<file path="config.mk">
export PLATFORM = sky130hd
export DESIGN_NAME = ebpm_pin_mux
export DESIGN_NICKNAME = d
export VERILOG_FILES = /design/src/ebpm_pkg.sv /design/src/ebpm_pin_mux.sv /design/src/ebpm_sync.sv
export SDC_FILE = /design/constraint.sdc
export NUM_CORES = 1
export LEC_CHECK = 0
export ABC_AREA = 1
export BUFFER_PORTS_ARGS = -buffer_cell sky130_fd_sc_hd__buf_2
export CAP_MARGIN = 20
export CORE_MARGIN = 2
export CORE_UTILIZATION = 49
export CTS_BUF_LIST = sky130_fd_sc_hd__clkbuf_16
export DETAILED_ROUTE_END_ITERATION = 12
export HOLD_SLACK_MARGIN = 0.15
export PLACE_DENSITY_LB_ADDON = 0.12
export SYNTH_ARGS = -nofsm -noshare
export SYNTH_HDL_FRONTEND = slang
export SYNTH_SLANG_ARGS = --single-unit
</file>
<file path="constraint.sdc">
create_clock -name clk_in -period 3.2 [get_ports clk_in]
set_clock_uncertainty 0.15 [all_clocks]
set_input_delay 0.64 -clock clk_in [delete_from_list [all_inputs] [get_ports clk_in]]
set_output_delay 0.64 -clock clk_in [all_outputs]
set_load 0.05 [all_outputs]
</file>
<file path="src/ebpm_pkg.sv">
// shared types and constants for the external bus port pin mux
package ebpm_pkg;
  localparam int PORT_W = 16;
  localparam int BYTE_W = 8;
  localparam logic [15:0] RST_LATCH = 16'h0000;
  localparam logic [15:0] RST_DIR = 16'h0000;

  typedef enum logic [1:0] {
    EBPM_BUS_OFF,
    EBPM_BUS_DEMUX,
    EBPM_BUS_MUX
  } ebpm_mode_t;

  // software view of one port: output latch and direction (1 = output)
  typedef struct packed {
    logic [15:0] latch;
    logic [15:0] dir;
  } ebpm_port_cfg_t;

  // bus controller request for the pins
  typedef struct packed {
    ebpm_mode_t mode;
    logic wide;
    logic [15:0] addr;
    logic [15:0] wdata;
    logic data_oe;
    logic addr_phase;
  } ebpm_bus_req_t;

  // drive value and output enable of a group of two-way pins
  typedef struct packed {
    logic [15:0] o;
    logic [15:0] oe;
  } ebpm_pin_drv_t;
endpackage

</file>
<file path="src/ebpm_pin_mux.sv">
// pin mux for the data port and address port with external bus override
`timescale 1ns/100ps
// Behaviour
// - per-bit direction control on both ports
// - input pins have output driver off
// - bus takes data port when enabled
// - demux: low byte data, high byte per width
// - mux: low byte is address/data bits 0-7
// - demux: address port drives 16-bit address
// - after demux-to-mux switch, keep driving address
module ebpm_pin_mux
  import ebpm_pkg::*;
#(
  parameter int W = ebpm_pkg::PORT_W
) (
  input wire logic clk_in,
  input wire logic rstn_in,
  input wire ebpm_pkg::ebpm_port_cfg_t data_cfg_in,
  input wire ebpm_pkg::ebpm_port_cfg_t addr_cfg_in,
  input wire ebpm_pkg::ebpm_bus_req_t bus_in,
  input wire logic [15:0] data_port_pin_in,
  input wire logic [15:0] address_port_pin_in,
  output ebpm_pkg::ebpm_pin_drv_t data_port_out,
  output ebpm_pkg::ebpm_pin_drv_t address_port_out,
  output logic [15:0] data_port_rd_out,
  output logic [15:0] address_port_rd_out,
  output logic addr_hold_out
);
  import ebpm_pkg::*;

  // lane split: low lane is the first byte, high lane the rest of the port
  localparam int LO_MSB = BYTE_W - 1;
  localparam int HI_LSB = BYTE_W;
  localparam int HI_MSB = W - 1;
  // address port ownership is released while in reset
  localparam logic HOLD_RST = 1'h0;

  // what one byte lane of the data port carries in the current cycle
  typedef enum logic [1:0] {
    EBPM_LANE_GPIO,
    EBPM_LANE_ADDR,
    EBPM_LANE_DATA
  } ebpm_lane_src_t;

  logic addr_hold_q;
  logic addr_hold_d;
  logic addr_owned;
  ebpm_pin_drv_t dp_q;
  ebpm_pin_drv_t dp_d;
  ebpm_pin_drv_t ap_q;
  ebpm_pin_drv_t ap_d;
  ebpm_pin_drv_t dp_gpio;
  ebpm_pin_drv_t ap_gpio;
  ebpm_lane_src_t lo_src;
  ebpm_lane_src_t hi_src;
  logic [W-1:0] lo_o;
  logic [W-1:0] lo_oe;
  logic [W-1:0] hi_o;
  logic [W-1:0] hi_oe;
  logic [W-1:0] dp_sync;
  logic [W-1:0] ap_sync;

  // pin levels are asynchronous to clk_in
  ebpm_sync #(
    .W(W)
  ) u_dsync (
    .clk_in(clk_in),
    .rstn_in(rstn_in),
    .d_in(data_port_pin_in),
    .q_out(dp_sync)
  );

  ebpm_sync #(
    .W(W)
  ) u_async (
    .clk_in(clk_in),
    .rstn_in(rstn_in),
    .d_in(address_port_pin_in),
    .q_out(ap_sync)
  );

  // general-purpose drive: latch value where output, off where input
  function automatic ebpm_pin_drv_t gpio_drv(input ebpm_port_cfg_t c);
    ebpm_pin_drv_t r;
    r.o = c.latch & c.dir;
    r.oe = c.dir;
    return r;
  endfunction

  // source of one lane; the same decode serves both lanes
  function automatic ebpm_lane_src_t lane_pick(
    input ebpm_bus_req_t b,
    input logic high
  );
    ebpm_lane_src_t s;
    s = EBPM_LANE_GPIO;
    unique case (b.mode)
      EBPM_BUS_DEMUX: begin
        // narrow width leaves the high lane to software
        if (!high || b.wide) begin
          s = EBPM_LANE_DATA;
        end
      end
      EBPM_BUS_MUX: begin
        if (b.addr_phase) begin
          s = EBPM_LANE_ADDR;
        end else if (!high || b.wide) begin
          s = EBPM_LANE_DATA;
        end else begin
          // narrow data phase: high lane holds address bits instead of floating
          s = EBPM_LANE_ADDR;
        end
      end
      EBPM_BUS_OFF: begin
        s = EBPM_LANE_GPIO;
      end
      default: begin
        // unused mode code behaves as bus off
        s = EBPM_LANE_GPIO;
      end
    endcase
    return s;
  endfunction

  // value a lane drives for its source
  function automatic logic [W-1:0] lane_o(
    input ebpm_lane_src_t s,
    input ebpm_bus_req_t b,
    input logic [W-1:0] gpio
  );
    logic [W-1:0] v;
    v = gpio;
    unique case (s)
      EBPM_LANE_ADDR: begin
        v = b.addr[W-1:0];
      end
      EBPM_LANE_DATA: begin
        v = b.wdata[W-1:0];
      end
      EBPM_LANE_GPIO: begin
        v = gpio;
      end
      default: begin
        v = gpio;
      end
    endcase
    return v;
  endfunction

  // address lanes always drive; data lanes follow the bus direction
  function automatic logic [W-1:0] lane_oe(
    input ebpm_lane_src_t s,
    input ebpm_bus_req_t b,
    input logic [W-1:0] gpio
  );
    logic [W-1:0] e;
    e = gpio;
    unique case (s)
      EBPM_LANE_ADDR: begin
        e = '1;
      end
      EBPM_LANE_DATA: begin
        e = {W{b.data_oe}};
      end
      EBPM_LANE_GPIO: begin
        e = gpio;
      end
      default: begin
        e = gpio;
      end
    endcase
    return e;
  endfunction

  assign dp_gpio = gpio_drv(data_cfg_in);
  assign ap_gpio = gpio_drv(addr_cfg_in);
  assign lo_src = lane_pick(bus_in, 1'h0);
  assign hi_src = lane_pick(bus_in, 1'h1);
  assign lo_o = lane_o(lo_src, bus_in, dp_gpio.o);
  assign lo_oe = lane_oe(lo_src, bus_in, dp_gpio.oe);
  assign hi_o = lane_o(hi_src, bus_in, dp_gpio.o);
  assign hi_oe = lane_oe(hi_src, bus_in, dp_gpio.oe);
  // address port belongs to the bus in demux, in mux only when entered from demux
  assign addr_owned = (bus_in.mode == EBPM_BUS_DEMUX) ||
    (bus_in.mode == EBPM_BUS_MUX && addr_hold_q);

  // ownership: taken by demux, kept through mux, dropped by anything else
  always_comb begin
    addr_hold_d = addr_hold_q;
    unique case (bus_in.mode)
      EBPM_BUS_OFF: begin
        addr_hold_d = 1'h0;
      end
      EBPM_BUS_DEMUX: begin
        addr_hold_d = 1'h1;
      end
      EBPM_BUS_MUX: begin
        addr_hold_d = addr_hold_q;
      end
      default: begin
        addr_hold_d = 1'h0;
      end
    endcase
  end

  always_ff @(posedge clk_in or negedge rstn_in) begin
    if (!rstn_in) begin
      addr_hold_q <= HOLD_RST;
    end else begin
      addr_hold_q <= addr_hold_d;
    end
  end

  // data port: lanes pick their source apart, so a narrow demux bus leaves
  // the high lane to software
  always_comb begin
    dp_d.o = {hi_o[HI_MSB:HI_LSB], lo_o[LO_MSB:0]};
    dp_d.oe = {hi_oe[HI_MSB:HI_LSB], lo_oe[LO_MSB:0]};
  end

  // registered pin drive keeps outputs glitch free
  always_ff @(posedge clk_in or negedge rstn_in) begin
    if (!rstn_in) begin
      dp_q <= '{o: RST_LATCH, oe: RST_DIR};
    end else begin
      dp_q <= dp_d;
    end
  end

  // address port: bus address overrides software while owned
  always_comb begin
    ap_d = ap_gpio;
    if (addr_owned) begin
      ap_d.o = bus_in.addr;
      ap_d.oe = '1;
    end
  end

  always_ff @(posedge clk_in or negedge rstn_in) begin
    if (!rstn_in) begin
      ap_q <= '{o: RST_LATCH, oe: RST_DIR};
    end else begin
      ap_q <= ap_d;
    end
  end

  assign data_port_out = dp_q;
  assign address_port_out = ap_q;
  assign data_port_rd_out = dp_sync;
  assign address_port_rd_out = ap_sync;
  assign addr_hold_out = addr_hold_q;
endmodule

</file>
<file path="src/ebpm_sync.sv">
// two flip-flop synchroniser for pin inputs
`timescale 1ns/100ps
module ebpm_sync #(
  parameter int W = 16
) (
  input wire logic clk_in,
  input wire logic rstn_in,
  input wire logic [W-1:0] d_in,
  output logic [W-1:0] q_out
);
  logic [W-1:0] s1_q;
  logic [W-1:0] s2_q;
  always_ff @(posedge clk_in or negedge rstn_in) begin
    if (!rstn_in) begin
      s1_q <= '0;
      s2_q <= '0;
    end else begin
      s1_q <= d_in;
      s2_q <= s1_q;
    end
  end
  assign q_out = s2_q;
endmodule

</file>
# --- Word level (Yosys, flattened, before mapping) ---
# Index checks and enable logic that the tools add are counted.
word_totals:
  register_bits: 129
  in_bits: 135
  output_inout_bits: 97
  word_cells: 31
classes:
  n_eq_ne: 6
  muxes: 12
  n_bitwise: 2
  n_reduce_logical: 2
op_table:
  columns: ["op", "count"]
  rows:
  - ["$pmux W16 S2", 2]
  - ["$and A16 B16 Y16", 2]
  - ["$mux W32", 1]
  - ["$pmux W8 S2", 2]
  - ["$mux W2", 4]
  - ["$pmux W2 S2", 2]
  - ["$eq A2 B1 Y1 const B", 3]
  - ["$eq A2 B2 Y1 const B", 3]
  - ["$pmux W1 S2", 1]
  - ["$logic_and A1 B1 Y1", 1]
  - ["$logic_or A1 B1 Y1", 1]

# --- Depth between registers and ports, before layout ---
# Gate-level depths: netlist of run 1.
depth:
  ltp_word: 5
  ltp_mapped: 11
  ltp_nobuf: 10

# --- Cells and area by module ---
# A second synthesis of run 1 with hierarchy kept.
hier_totals:
  cells_unflattened: 379
  area_unflattened_um2: 4655.7
by_module_without_submodules:
  columns: ["mod", "n_inst", "cells_each", "area_each_um2", "seq_area_each_um2"]
  rows:
  - ["ebpm_pin_mux", 1, 315, 3054.2, 1626.6]
  - ["ebpm_sync", 2, 32, 800.8, 800.8]

# --- Worst setup path before layout of run 1 ---
# No wires, ideal clock.
synth_timing:
  path_type: "input-to-reg"
  startpoint: "input port bus_in[35] (netlist name)"
  endpoint: "register dp_q, in the netlist data_port_out[10]"
  setup_time_ns: 0.132
  arrival_time_ns: 1.990
  required_time_ns: 2.918
  setup_slack_ns: 0.928
  cell_stages: 11
  path_buffers: 1
  path_cell_list: "inv_1 > ha_1 > inv_1 > nor3_1 > inv_1 > ha_1 > buf_2 > nand2_1 > inv_1 > o21ai_2 > nand2_1"
synth_via:
  elab_chain_len: 4
  word_cells_on_any_way: 6
  classes_between: "eq/ne: 4; mux: 2"
synth_rtl:
  columns: ["element", "line_no", "source"]
  rows:
  - ["start, declared", "ebpm_pin_mux.sv:20", "input wire ebpm_pkg::ebpm_bus_req_t bus_in,"]
  - ["$eq A2 B2 Y1 / $eq A2 B1 Y1 (equally long branches)", "ebpm_pin_mux.sv:97", "unique case (b.mode)"]
  - ["$pmux W2 S2 *", "ebpm_pin_mux.sv:97", null]
  - ["$eq A2 B2 Y1 / $eq A2 B1 Y1 (equally long branches)", "ebpm_pin_mux.sv:158", "unique case (s)"]
  - ["$pmux W16 S2 *", "ebpm_pin_mux.sv:158", null]
  - ["via hi_oe[10]", "ebpm_pin_mux.sv:59", "logic [W-1:0] hi_oe;"]
  - ["end signal, assigned", "ebpm_pin_mux.sv:224", "dp_q <= '{o: RST_LATCH, oe: RST_DIR};"]
  - ["end signal, assigned", "ebpm_pin_mux.sv:226", "dp_q <= dp_d;"]
  - ["end, declared", "ebpm_pin_mux.sv:48", "ebpm_pin_drv_t dp_q;"]
# Mark *: on every way through the listed nets, which the timed path passes. The rest lies on a longest branch.
# A chain may end at the register's enable or synchronous reset.

# --- Worst setup path in the final report of run 1 ---
layout_timing:
  startpoint: "input port bus_in[35] (netlist name)"
  endpoint: "register dp_q, in the netlist data_port_out[8]"
# Same word-level chain as after synthesis.

==> flow_summary_export.csv, run 1 <==
group,metric,value,unit
cts,clk_pin_slew_worst_paths,60,ps
worst_hold_path,hold_path_class,"in -> reg",
finish,nets,764,
route,drt_iter0_markers,124,
sta,min_period_over_period,70.7,%
cts,clk-insertion-delay-late,400,ps
route,via_per_inst,4.50,
power,p_leak,0.00352,uW
run_status,status,"finished, final reports clean",
worst_setup_path,cp_slowest_stage_delay,310,ps
cts,postCtsResizedCells,0,
die,die_h,101,um
sta,hold_viol_final,0,
global_routing,antenna_found_initial,0,
finish,area_growth,38.9,%
route,routed_wl,10.7,mm
worst_setup_path,cp.arrival,2380,ps
sta,timing.final.ws_setup,938,ps
power,powerDensity,669,nW/um^2
finish,layout_commonest_cell,"buf_2",
placed_design,place.detailed.hpwl,8.05,mm
power,switching_share,30.4,%
worst_setup_path,reg2reg_depth,4,
yosys,ys_seq_area_share,69.3,%
die,fp.dieW,101,um
worst_setup_path,cp-start-kind,"input port",
yosys,syn_nets,520,
die,rows,35,
sta,rsz0062_at_grt,"no",
sta,maxSlewViolCount,0,
finish,post-route-util,70.0,%
power,peakVddDrop,0.346,mV
power,p_switching,1320,uW
worst_setup_path,cp.required,3320,ps
sta,setup_viol,0,
sta,fin_crit,2260,ps
sta,tightest_slew,547,ps
route,drc,0,
global_routing,grt_overflow,0,
power,comb_power_share,17.3,%
global_routing,grt_pass1_vias,3413,
worst_setup_path,endpoint_kind,"flip-flop",
placed_design,dp_worst_setup_slack,521,ps
cts,clock-sinks,129,
placed_design,finalWeightedCongestion,0.839,
route,ant_nets,0,
placed_design,port_buffers,231,
power,clockPowerShare,41.7,%
worst_setup_path,cp_cell_sequence,"buf_2, inv_1, ha_1, inv_1, nor3_1, inv_1, ha_1, nand2_1, inv_1, o21ai_2, nand2_1",
die,ios,232,
worst_hold_path,hold_path_depth,1,
yosys,avgSynthCellArea,12.3,sq um
route,vias,3442,
finish,drive_above_1_share,50.2,%
global_routing,grt_pass1_wl,16.6,mm
yosys,yosysWarnings,0,
worst_setup_path,cpMostUsedCell,"inv_1",
flow_run,max-cap-violations,0,
worst_setup_path,cp_max_fo,9,
yosys,synthCells,379,
cts,htreeDepth,4,
finish,layout_common_cells,"230 x buf_2, 129 x dfrtp_1, 109 x nand2_1, 24 x nand3_1, 20 x nand2_2",
power,p_int,3010,uW
yosys,syn_area,4660,sq um
route,firstDrtPassIters,5,
global_routing,grt_max_degree,65,
cts,cts_tree,"built",
die,core_area,9240,sq um
sta,maxSlewHeadroom,63.4,%
cts,cts_root_buf,"clkbuf_16",
finish,diodes,0,
sta,max_freq,0.442,GHz
cts,clock_path_buffers,2,
global_routing,track_usage,21.7,%
route,wire_per_inst,14.1,um
cts,numCtsBuffers,17,
worst_setup_path,critPathKind,"in -> reg",
yosys,ys_seq_elements,129,
sta,finalSetupTns,0,ps
worst_setup_path,crit_slowest_cell,"ha_1",
die,start_util,50.4,%
yosys,synth.distinct_cells,24,
die,dieArea,10300,sq um
power,seqPwrFrac,41.0,%
## metrics by stage
stage / hold slack [ps] / cells / area (sq um) / total power [uW]
finish: 191 / 765 / 6470 / 4330
global route: 169 / 765 / 6470 / 4500
CTS: 173 / 765 / 6470 / 4370
detailed placement: 185 / 732 / 5900 / 2560
global placement: 181 / 732 / 5900 / 2540
floorplan: 181 / 379 / 4660 / 2310
## path summary, 6_finish.rpt
| kind | start | end | slack (ps) |
|---|---|---|---|
| max in group asynchronous | rstn_in | address_port_out[27] | 1530 |
| hold reg to reg | u_async.s1_q[0] | u_async.q_out[0] | 190 |
| setup reg to reg | addr_hold_out | address_port_out[2] | 1540 |
| setup / recovery | bus_in[35] | data_port_out[8] | 940 |
| min in group asynchronous | rstn_in | u_dsync.q_out[10] | 600 |
| hold / removal | data_port_pin_in[1] | u_dsync.s1_q[1] | 190 |
## Yosys cell counts, drive strengths merged
master / count / area [sq um]
o21ai: 18 / 146
ha: 6 / 75.1
clkbuf: 1 / 3.75
nor3: 1 / 5.00
a21oi: 1 / 5.00
clkinv: 1 / 8.76
buf: 10 / 116
nand2: 134 / 599
inv: 21 / 78.8
nor2: 1 / 3.75
dfrtp: 129 / 3230
or2: 16 / 100
nand3b: 8 / 85.1
nand3: 32 / 200
## registers in the layout (all words and copies together), names as in the netlist
| signal | flops |
|---|---|
| u_dsync.s1_q | 16 |
| data_port_out | 32 |
| u_async.s1_q | 16 |
| u_dsync.q_out | 16 |
| addr_hold_out | 1 |
| u_async.q_out | 16 |
| address_port_out | 32 |
## repair_timing
item                                   in CTS  in global routing
setup buffers                               0                  0
endpoints found under the hold margin      37                  0
hold buffers                                1                  0
## power groups by stage
stage	Clock, uW	Combinational [uW]	Sequential (uW)
finish	1810	749	1770
global route	1910	802	1780
CTS	1840	758	1770
detailed placement	0	755	1800
global placement	0	744	1800
floorplan	0	162	2150
## area by class of cell
| cell class | count | area [sq um] |
|---|---|---|
| Multi-Input combinational cell | 217 | 1220 |
| Inverter | 22 | 87.6 |
| Sequential cell | 129 | 3230 |
| Clock buffer | 17 | 425 |
| Fill cell | 694 | 2770 |
| Timing Repair Buffer | 236 | 1210 |
| Clock inverter | 15 | 135 |
| Tap cell | 129 | 161 |
## routing by layer
metal	vias to the layer above	global-route usage, %	routed length [um]
met3	17	7.45	764
met2	142	34.8	5390
met1	1604	27.0	4390
met4	0	9.25	203
met5	-	0	0
li1	1679	-	-
## critical path: cells and delay by family
| kind | cells | cell delay [ps] |
|---|---|---|
| simple gates | 3 | 500 |
| buf+inv | 5 | 390 |
| fa+ha+maj | 2 | 570 |
| compound gates | 1 | 290 |
## kinds of logic after synthesis
logic type | after synthesis | share of synthesized area [%]
AO/OA/AOI/OAI | 19 | 3.25
flip-flops | 129 | 69.3
adder cells (fa/ha/maj) | 6 | 1.61
AND/OR/NAND/NOR | 192 | 21.3
buffers and inverters | 33 | 4.46
Power figures use the tool's default switching activity.
==> run 2, diff against run 1 <==
Settings changed: ABC_AREA 1 to 0, CORE_UTILIZATION 49 to 40.
Clock period 3.2 ns to 1.9 ns, I/O delays scaled along.
==> run 2 against run 1 <==
First-iteration DRC count is 58% higher. Routed wire length is 31% higher. Clock-buffer cell count stayed put. Largest cell class unchanged.
==> flow_summary_export.csv, run 2 <==
group,metric,value,unit
run_status,status,"finished, final reports clean",
worst_setup_path,cp.arrival,2060,ps
yosys,yosys.area_share.simple,11.9,%
yosys,syn_area,4290,sq um
yosys,synthCells,317,
yosys,yosysWarnings,0,
sta,maxSlewViolCount,0,
cts,numCtsBuffers,17,
sta,rsz0062_at_grt,"no",
global_routing,grt_max_degree,38,
worst_setup_path,rrSetupSlack,110,ps
placed_design,place.detailed.hpwl,8.57,mm
worst_setup_path,crit_family,"buffers and inverters",
worst_setup_path,crit_buf_inv,6,
worst_hold_path,hold_path_class,"in -> reg",
route,wire_per_inst,16.6,um
global_routing,grt_overflow,0,
sta,holdWs,172,ps
yosys,synthTopCellsByCount,"129 x dfrtp_1, 50 x nand2_1, 32 x nand3_1, 18 x nand2b_1",
worst_setup_path,cpMostUsedCell,"buf_4",
die,dieArea,11600,sq um
yosys,synth_xor_area_share,0,%
route,routed_wl,14.1,mm
yosys,synth_mux_area_share,0.262,%
sta,max_freq,0.537,GHz
worst_setup_path,r2r_end,"address_port_out[18]",
yosys,synth_fa_ha_area_share,1.75,%
die,fp.dieW,108,um
worst_hold_path,hp-start,"bus_in[18]",
yosys,syn_nets,458,
die,rows,37,
worst_setup_path,cp_max_fo,11,
worst_setup_path,cp_cell_sequence,"buf_4, inv_2, buf_4, ha_2, buf_4, a21oi_4, buf_12, nand3_1, o21ai_0, dlygate4sd3_1",
yosys,avgSynthCellArea,13.5,sq um
yosys,ys_seq_elements,129,
route,drc,0,
sta,hold_viol_final,0,
power,p_leak,0.00396,uW
global_routing,grt_pass1_wl,21.3,mm
worst_setup_path,endpoint,"address_port_out[18]",
yosys,synthTopCellsByArea,"dfrtp_1 75%, nand2_1 4.4%, nand3_1 3.7%",
cts,cts_tree,"built",
cts,clk-insertion-delay-late,400,ps
finish,layout_commonest_cell,"buf_2",
global_routing,grt_pass1_vias,4362,
placed_design,dp_worst_setup_slack,-291,ps
worst_hold_path,hold_path_depth,3,
sta,timing.final.ws_setup,38.3,ps
yosys,ys_async_sr_fraction,100,%
route,drt_iter0_markers,196,
sta,tightest_slew,399,ps
worst_setup_path,crit_cells,10,
global_routing,track_usage,24.7,%
yosys,yosysMostFrequentCell,"dfrtp_1",
yosys,yosysTopAreaCellShare,75.2,%
placed_design,port_buffers,231,
cts,clock-sinks,129,
sta,finalSetupTns,0,ps
sta,maxSlewHeadroom,73.4,%
finish,post-route-util,74.5,%
yosys,ys.flop_type,"dfrtp_1",
sta,fin_crit,1860,ps
cts,htreeDepth,4,
worst_setup_path,critPathKind,"in -> reg",
cts,cts_root_buf,"clkbuf_16",
yosys,synth-compound-area-share,7.93,%
route,via_per_inst,4.70,
sta,min_period_over_period,98.0,%
placed_design,finalWeightedCongestion,0.778,
worst_setup_path,endpoint_kind,"flip-flop",
die,start_util,41.4,%
finish,n_fill_cell,692,
yosys,synth_area_leader_cell,"dfrtp_1",
yosys,ys_seq_area_share,75.2,%
die,core_area,10400,sq um
route,vias,3987,
sta,setup_viol,0,
yosys,synth-edff-count,0,
flow_run,max-cap-violations,0,
power,peakVddDrop,0.648,mV
finish,nets,841,
yosys,synth.distinct_cells,25,
worst_setup_path,cp-start-kind,"input port",
finish,area_growth,80.1,%
global_routing,antenna_found_initial,0,
cts,clock_path_buffers,2,
worst_setup_path,crit_path_start,"bus_in[36]",
yosys,synth_top_family_by_area,"simple AND/OR/NAND/NOR gates",
route,ant_nets,0,
route,firstDrtPassIters,4,
worst_setup_path,reg2reg_depth,5,
worst_setup_path,worstReg2RegStart,"addr_hold_out",
finish,layout_common_cells,"229 x buf_2, 129 x dfrtp_1, 124 x dlygate4sd3_1, 50 x nand2_1, 32 x nand3_1",
finish,drive_above_1_share,43.1,%
power,powerDensity,975,nW/um^2
worst_setup_path,crit_slowest_cell,"dlygate4sd3_1",
worst_setup_path,cp_slowest_stage_delay,580,ps
die,ios,232,
die,die_h,108,um
cts,clk_pin_slew_worst_paths,60,ps
worst_setup_path,cp.required,2090,ps
run 2: cell count changes after synthesis, moves of 9 or more:
cell,delta
o21ai_2,-15
nand2_2,-20
nand2_1,-59
a21oi_1,+10
nand2b_1,+18
or2_1,-15
a21bo_2,+9
run 2: stage by stage:
stage          area [sq um]  total power (uW)  std cells
4_1_cts                7680              7550        846
3_3_place_gp           5860              4350        688
2_1_floorplan          4410              3870        317
6_report               7730              7540        849
3_5_place_dp           5860              4370        688
5_1_grt                7730              7820        848
run 2: cell families after synthesis:
group,count (synthesis)
simple gates,107
buf+inv,28
compound gates,46
fa+ha+maj,6
mux,1
flops,129
run 2: timing repair:
action                     4_1_cts  5_1_grt
hold endpoints to repair       210        0
resized for setup                0        8
setup buffers                    0        1
setup endpoints to repair        0        8
hold buffers                   127        0
run 2: worst min path at each step:
stage | endpoint | slack, ps
after detailed placement | u_async.q_out[0] | 180
after floorplan | addr_hold_out | -70
final | data_port_out[16] | 170
after CTS | data_port_out[16] | 150
after global placement | u_async.q_out[0] | 180
after global routing | data_port_out[16] | 180
run 2: report_power, final:
group	switching [uW]	internal (uW)	total [uW]	leakage, uW
Clock	1190	1780	2970	0.000254
Combinational	1010	555	1570	0.00218
Sequential	55.3	2950	3000	0.00153
Total	2260	5280	7540	0.00396
run 2: routing by layer:
metal / up-vias / track usage [%] / wire [um]
met2: 182 / 43.8 / 7510
met5: - / 0 / 0
met3: 45 / 7.08 / 932
li1: 1834 / - / -
met1: 1926 / 26.1 / 5170
met4: 0 / 13.7 / 481
run 2: worst register-to-register path: cells and delay by family (launching register included):
kind	cells	cell delay (ps)
buf+inv	2	740
flops	1	440
compound gates	2	330
simple gates	1	80
run 2: final cells by class:
type | instances | area [sq um] | share of cell area, %
diodes | 1 | 2.50 | 0.0324
clock buffers | 17 | 425 | 5.50
clock inverters | 14 | 116 | 1.51
inverters | 11 | 53.8 | 0.696
multi-input cells | 160 | 1020 | 13.3
flip-flops and latches | 129 | 3230 | 41.8
well taps | 136 | 170 | 2.20
repair buffers | 381 | 2710 | 35.0
==> run 3, diff against run 2 <==
Settings changed: PLACE_DENSITY set to 0.88, PLACE_DENSITY_LB_ADDON 0.12 to unset, SYNTH_HIERARCHICAL set to 1.
==> run 3 against run 2 <==
Routed wire length increased by 12%. Total power increased by 7.5%. Cell count fell by 1.5%. First-iteration DRC count rose by 41%. Critical endpoint is now address_port_out[29]. Combinational power barely moved. Worst hold slack worse by 2.4 ps. Non-clock buffer count fell by 15. Area after synthesis unchanged. Clock-buffer cell count did not move.
==> flow_summary_export.csv, run 3 <==
group,metric,value,unit
die,fp.dieW,108,um
yosys,ys_seq_area_share,75.2,%
yosys,ys_seq_elements,129,
cts,clk-insertion-delay-late,410,ps
finish,drive_above_1_share,43.6,%
sta,min_period_over_period,95.0,%
global_routing,grt_max_degree,42,
finish,area_growth,78.2,%
yosys,yosysTopAreaCellShare,75.2,%
yosys,synth.distinct_cells,25,
die,start_util,41.4,%
worst_hold_path,hp-start,"bus_in[18]",
route,wire_per_inst,19.0,um
worst_setup_path,cp-start-kind,"input port",
yosys,yosysWarnings,6,
worst_setup_path,r2r_end,"address_port_out[29]",
sta,fin_crit,1810,ps
finish,post-route-util,73.8,%
global_routing,antenna_found_initial,1,
finish,n_fill_cell,633,
cts,cts_root_buf,"clkbuf_16",
route,vias,4130,
worst_hold_path,min_to,"address_port_out[16]",
cts,numCtsBuffers,17,
cts,clock-sinks,129,
sta,setup_viol,0,
placed_design,port_buffers,231,
sta,max_freq,0.554,GHz
cts,clk_pin_slew_worst_paths,60,ps
yosys,yosys.area_share.simple,11.9,%
run_status,status,"finished, final reports clean",
sta,maxSlewViolCount,0,
placed_design,finalWeightedCongestion,0.924,
route,drt_iter0_markers,277,
sta,maxSlewHeadroom,62.9,%
worst_setup_path,crit_slowest_cell,"dlygate4sd3_1",
global_routing,grt_overflow,0,
global_routing,grt_pass1_wl,23.7,mm
sta,tightest_slew,557,ps
yosys,synth_top_family_by_area,"simple AND/OR/NAND/NOR gates",
sta,rsz0062_at_grt,"no",
die,rows,37,
sta,finalSetupTns,0,ps
worst_setup_path,rrSetupSlack,230,ps
cts,htreeDepth,4,
worst_setup_path,critPathKind,"in -> reg",
yosys,syn_nets,458,
worst_setup_path,reg2reg_depth,4,
cts,clock_path_buffers,2,
worst_setup_path,cp_cell_sequence,"buf_2, inv_2, buf_4, ha_1, buf_4, a21o_4, nand2_1, nand2_1, dlygate4sd3_1",
cts,cts_tree,"built",
yosys,synthTopCellsByArea,"dfrtp_1 75%, nand2_1 4.4%, nand3_1 3.7%",
yosys,avgSynthCellArea,13.5,sq um
worst_setup_path,cp_slowest_stage_delay,540,ps
flow_run,max-cap-violations,0,
sta,hold_viol_final,0,
route,drc,0,
global_routing,grt_pass1_vias,4503,
die,core_area,10400,sq um
worst_setup_path,worstReg2RegStart,"addr_hold_out",
yosys,syn_area,4290,sq um
worst_setup_path,cp.arrival,1950,ps
finish,layout_commonest_cell,"buf_2",
yosys,ys_async_sr_fraction,100,%
finish,layout_common_cells,"230 x buf_2, 129 x dfrtp_1, 115 x dlygate4sd3_1, 50 x nand2_1, 32 x nand3_1",
yosys,synth_xor_area_share,0,%
route,via_per_inst,4.94,
yosys,synth-compound-area-share,7.93,%
route,ant_nets,0,
die,ios,232,
finish,nets,826,
power,peakVddDrop,0.651,mV
worst_setup_path,endpoint_kind,"flip-flop",
die,dieArea,11600,sq um
worst_hold_path,hold_path_class,"in -> reg",
global_routing,track_usage,28.0,%
yosys,synth_area_leader_cell,"dfrtp_1",
power,powerDensity,1060,nW/um^2
worst_hold_path,hold_path_depth,3,
yosys,yosysMostFrequentCell,"dfrtp_1",
power,p_leak,0.00390,uW
route,routed_wl,15.8,mm
yosys,synth_mux_area_share,0.262,%
yosys,ys.flop_type,"dfrtp_1",
worst_setup_path,cp.required,2040,ps
die,die_h,108,um
yosys,synth-edff-count,0,
yosys,synth_fa_ha_area_share,1.75,%
yosys,synthTopCellsByCount,"129 x dfrtp_1, 50 x nand2_1, 32 x nand3_1, 18 x nand2b_1",
route,firstDrtPassIters,5,
worst_setup_path,cp_max_fo,8,
placed_design,place.detailed.hpwl,9.17,mm
yosys,synthCells,317,
-- run 3: cell types whose count changed in the layout (fill, tap and decap cells not counted), sizes merged, moves of 2 or more --
cell,change
buf,-2
bufinv,+4
clkinv,-3
clkinvlp,-2
diode,+2
dlygate4sd3,-9
dlymetal6s4s,-3
-- run 3: cells by family after synthesis --
group	Yosys count
adders and majority gates	6
buffers and inverters	28
AOI/OAI and AO/OA	46
muxes	1
and+or+nand+nor	107
DFF	129
-- run 3: per-layer routing --
layer  routed length (um)  global-route usage (%)  vias up
met2                 8670                    51.0      245
met3                  980                    6.60       67
met4                  720                    15.7        0
met1                 5480                    29.4     2009
met5                    0                       0        -
li1                     -                       -     1809
-- run 3: worst max-delay path: cells and delay by family --
| kind | cells | cell delay (ps) |
|---|---|---|
| buffers and inverters | 5 | 1010 |
| AO/OA/AOI/OAI | 1 | 230 |
| adder cells (fa/ha/maj) | 1 | 190 |
| AND/OR/NAND/NOR | 2 | 130 |
-- run 3: final cells by class --
cell class	count	area, sq um	share of cell area, %
well taps	136	170	2.22
flip-flops and latches	129	3230	42.2
diodes	3	7.51	0.0982
clock buffers	17	425	5.56
repair buffers	366	2520	33.0
multi-input cells	160	1030	13.4
inverters	11	53.8	0.703
clock inverters	14	213	2.78
-- run 3: through the flow --
step,cell area (sq um),std cells,setup slack (ps),power (uW),hold WS (ps)
6_report,7650,836,94.9,8100,170
5_1_grt,7640,834,26.0,8340,187
3_3_place_gp,5840,686,-261,4340,149
3_5_place_dp,5840,686,-293,4370,152
4_1_cts,7630,832,18.7,8100,151
2_1_floorplan,4410,317,-120,3870,-65.6
-- run 3: worst max path at each step --
stage	startpoint	to	slack [ps]	depth (start not counted)
floorplan	bus_in[35]	data_port_out[24]	-120	9
global placement	bus_in[35]	data_port_out[12]	-260	7
detailed placement	bus_in[35]	data_port_out[8]	-290	7
CTS	bus_in[36]	address_port_out[29]	20	9
global route	bus_in[36]	address_port_out[30]	30	9
finish	bus_in[36]	address_port_out[29]	90	9
-- run 3: what timing repair did --
item / CTS / global route
hold buffers: 115 / 0
gates resized for setup: 0 / 2
hold endpoints to repair: 225 / 0
endpoints found under the setup margin: 0 / 2
setup buffers: 0 / 1
-- run 3: where the power goes --
group | internal [uW] | switching (uW)
Clock | 2320 | 1210
Combinational | 520 | 1030
Sequential | 2950 | 74.0
Total | 5790 | 2310
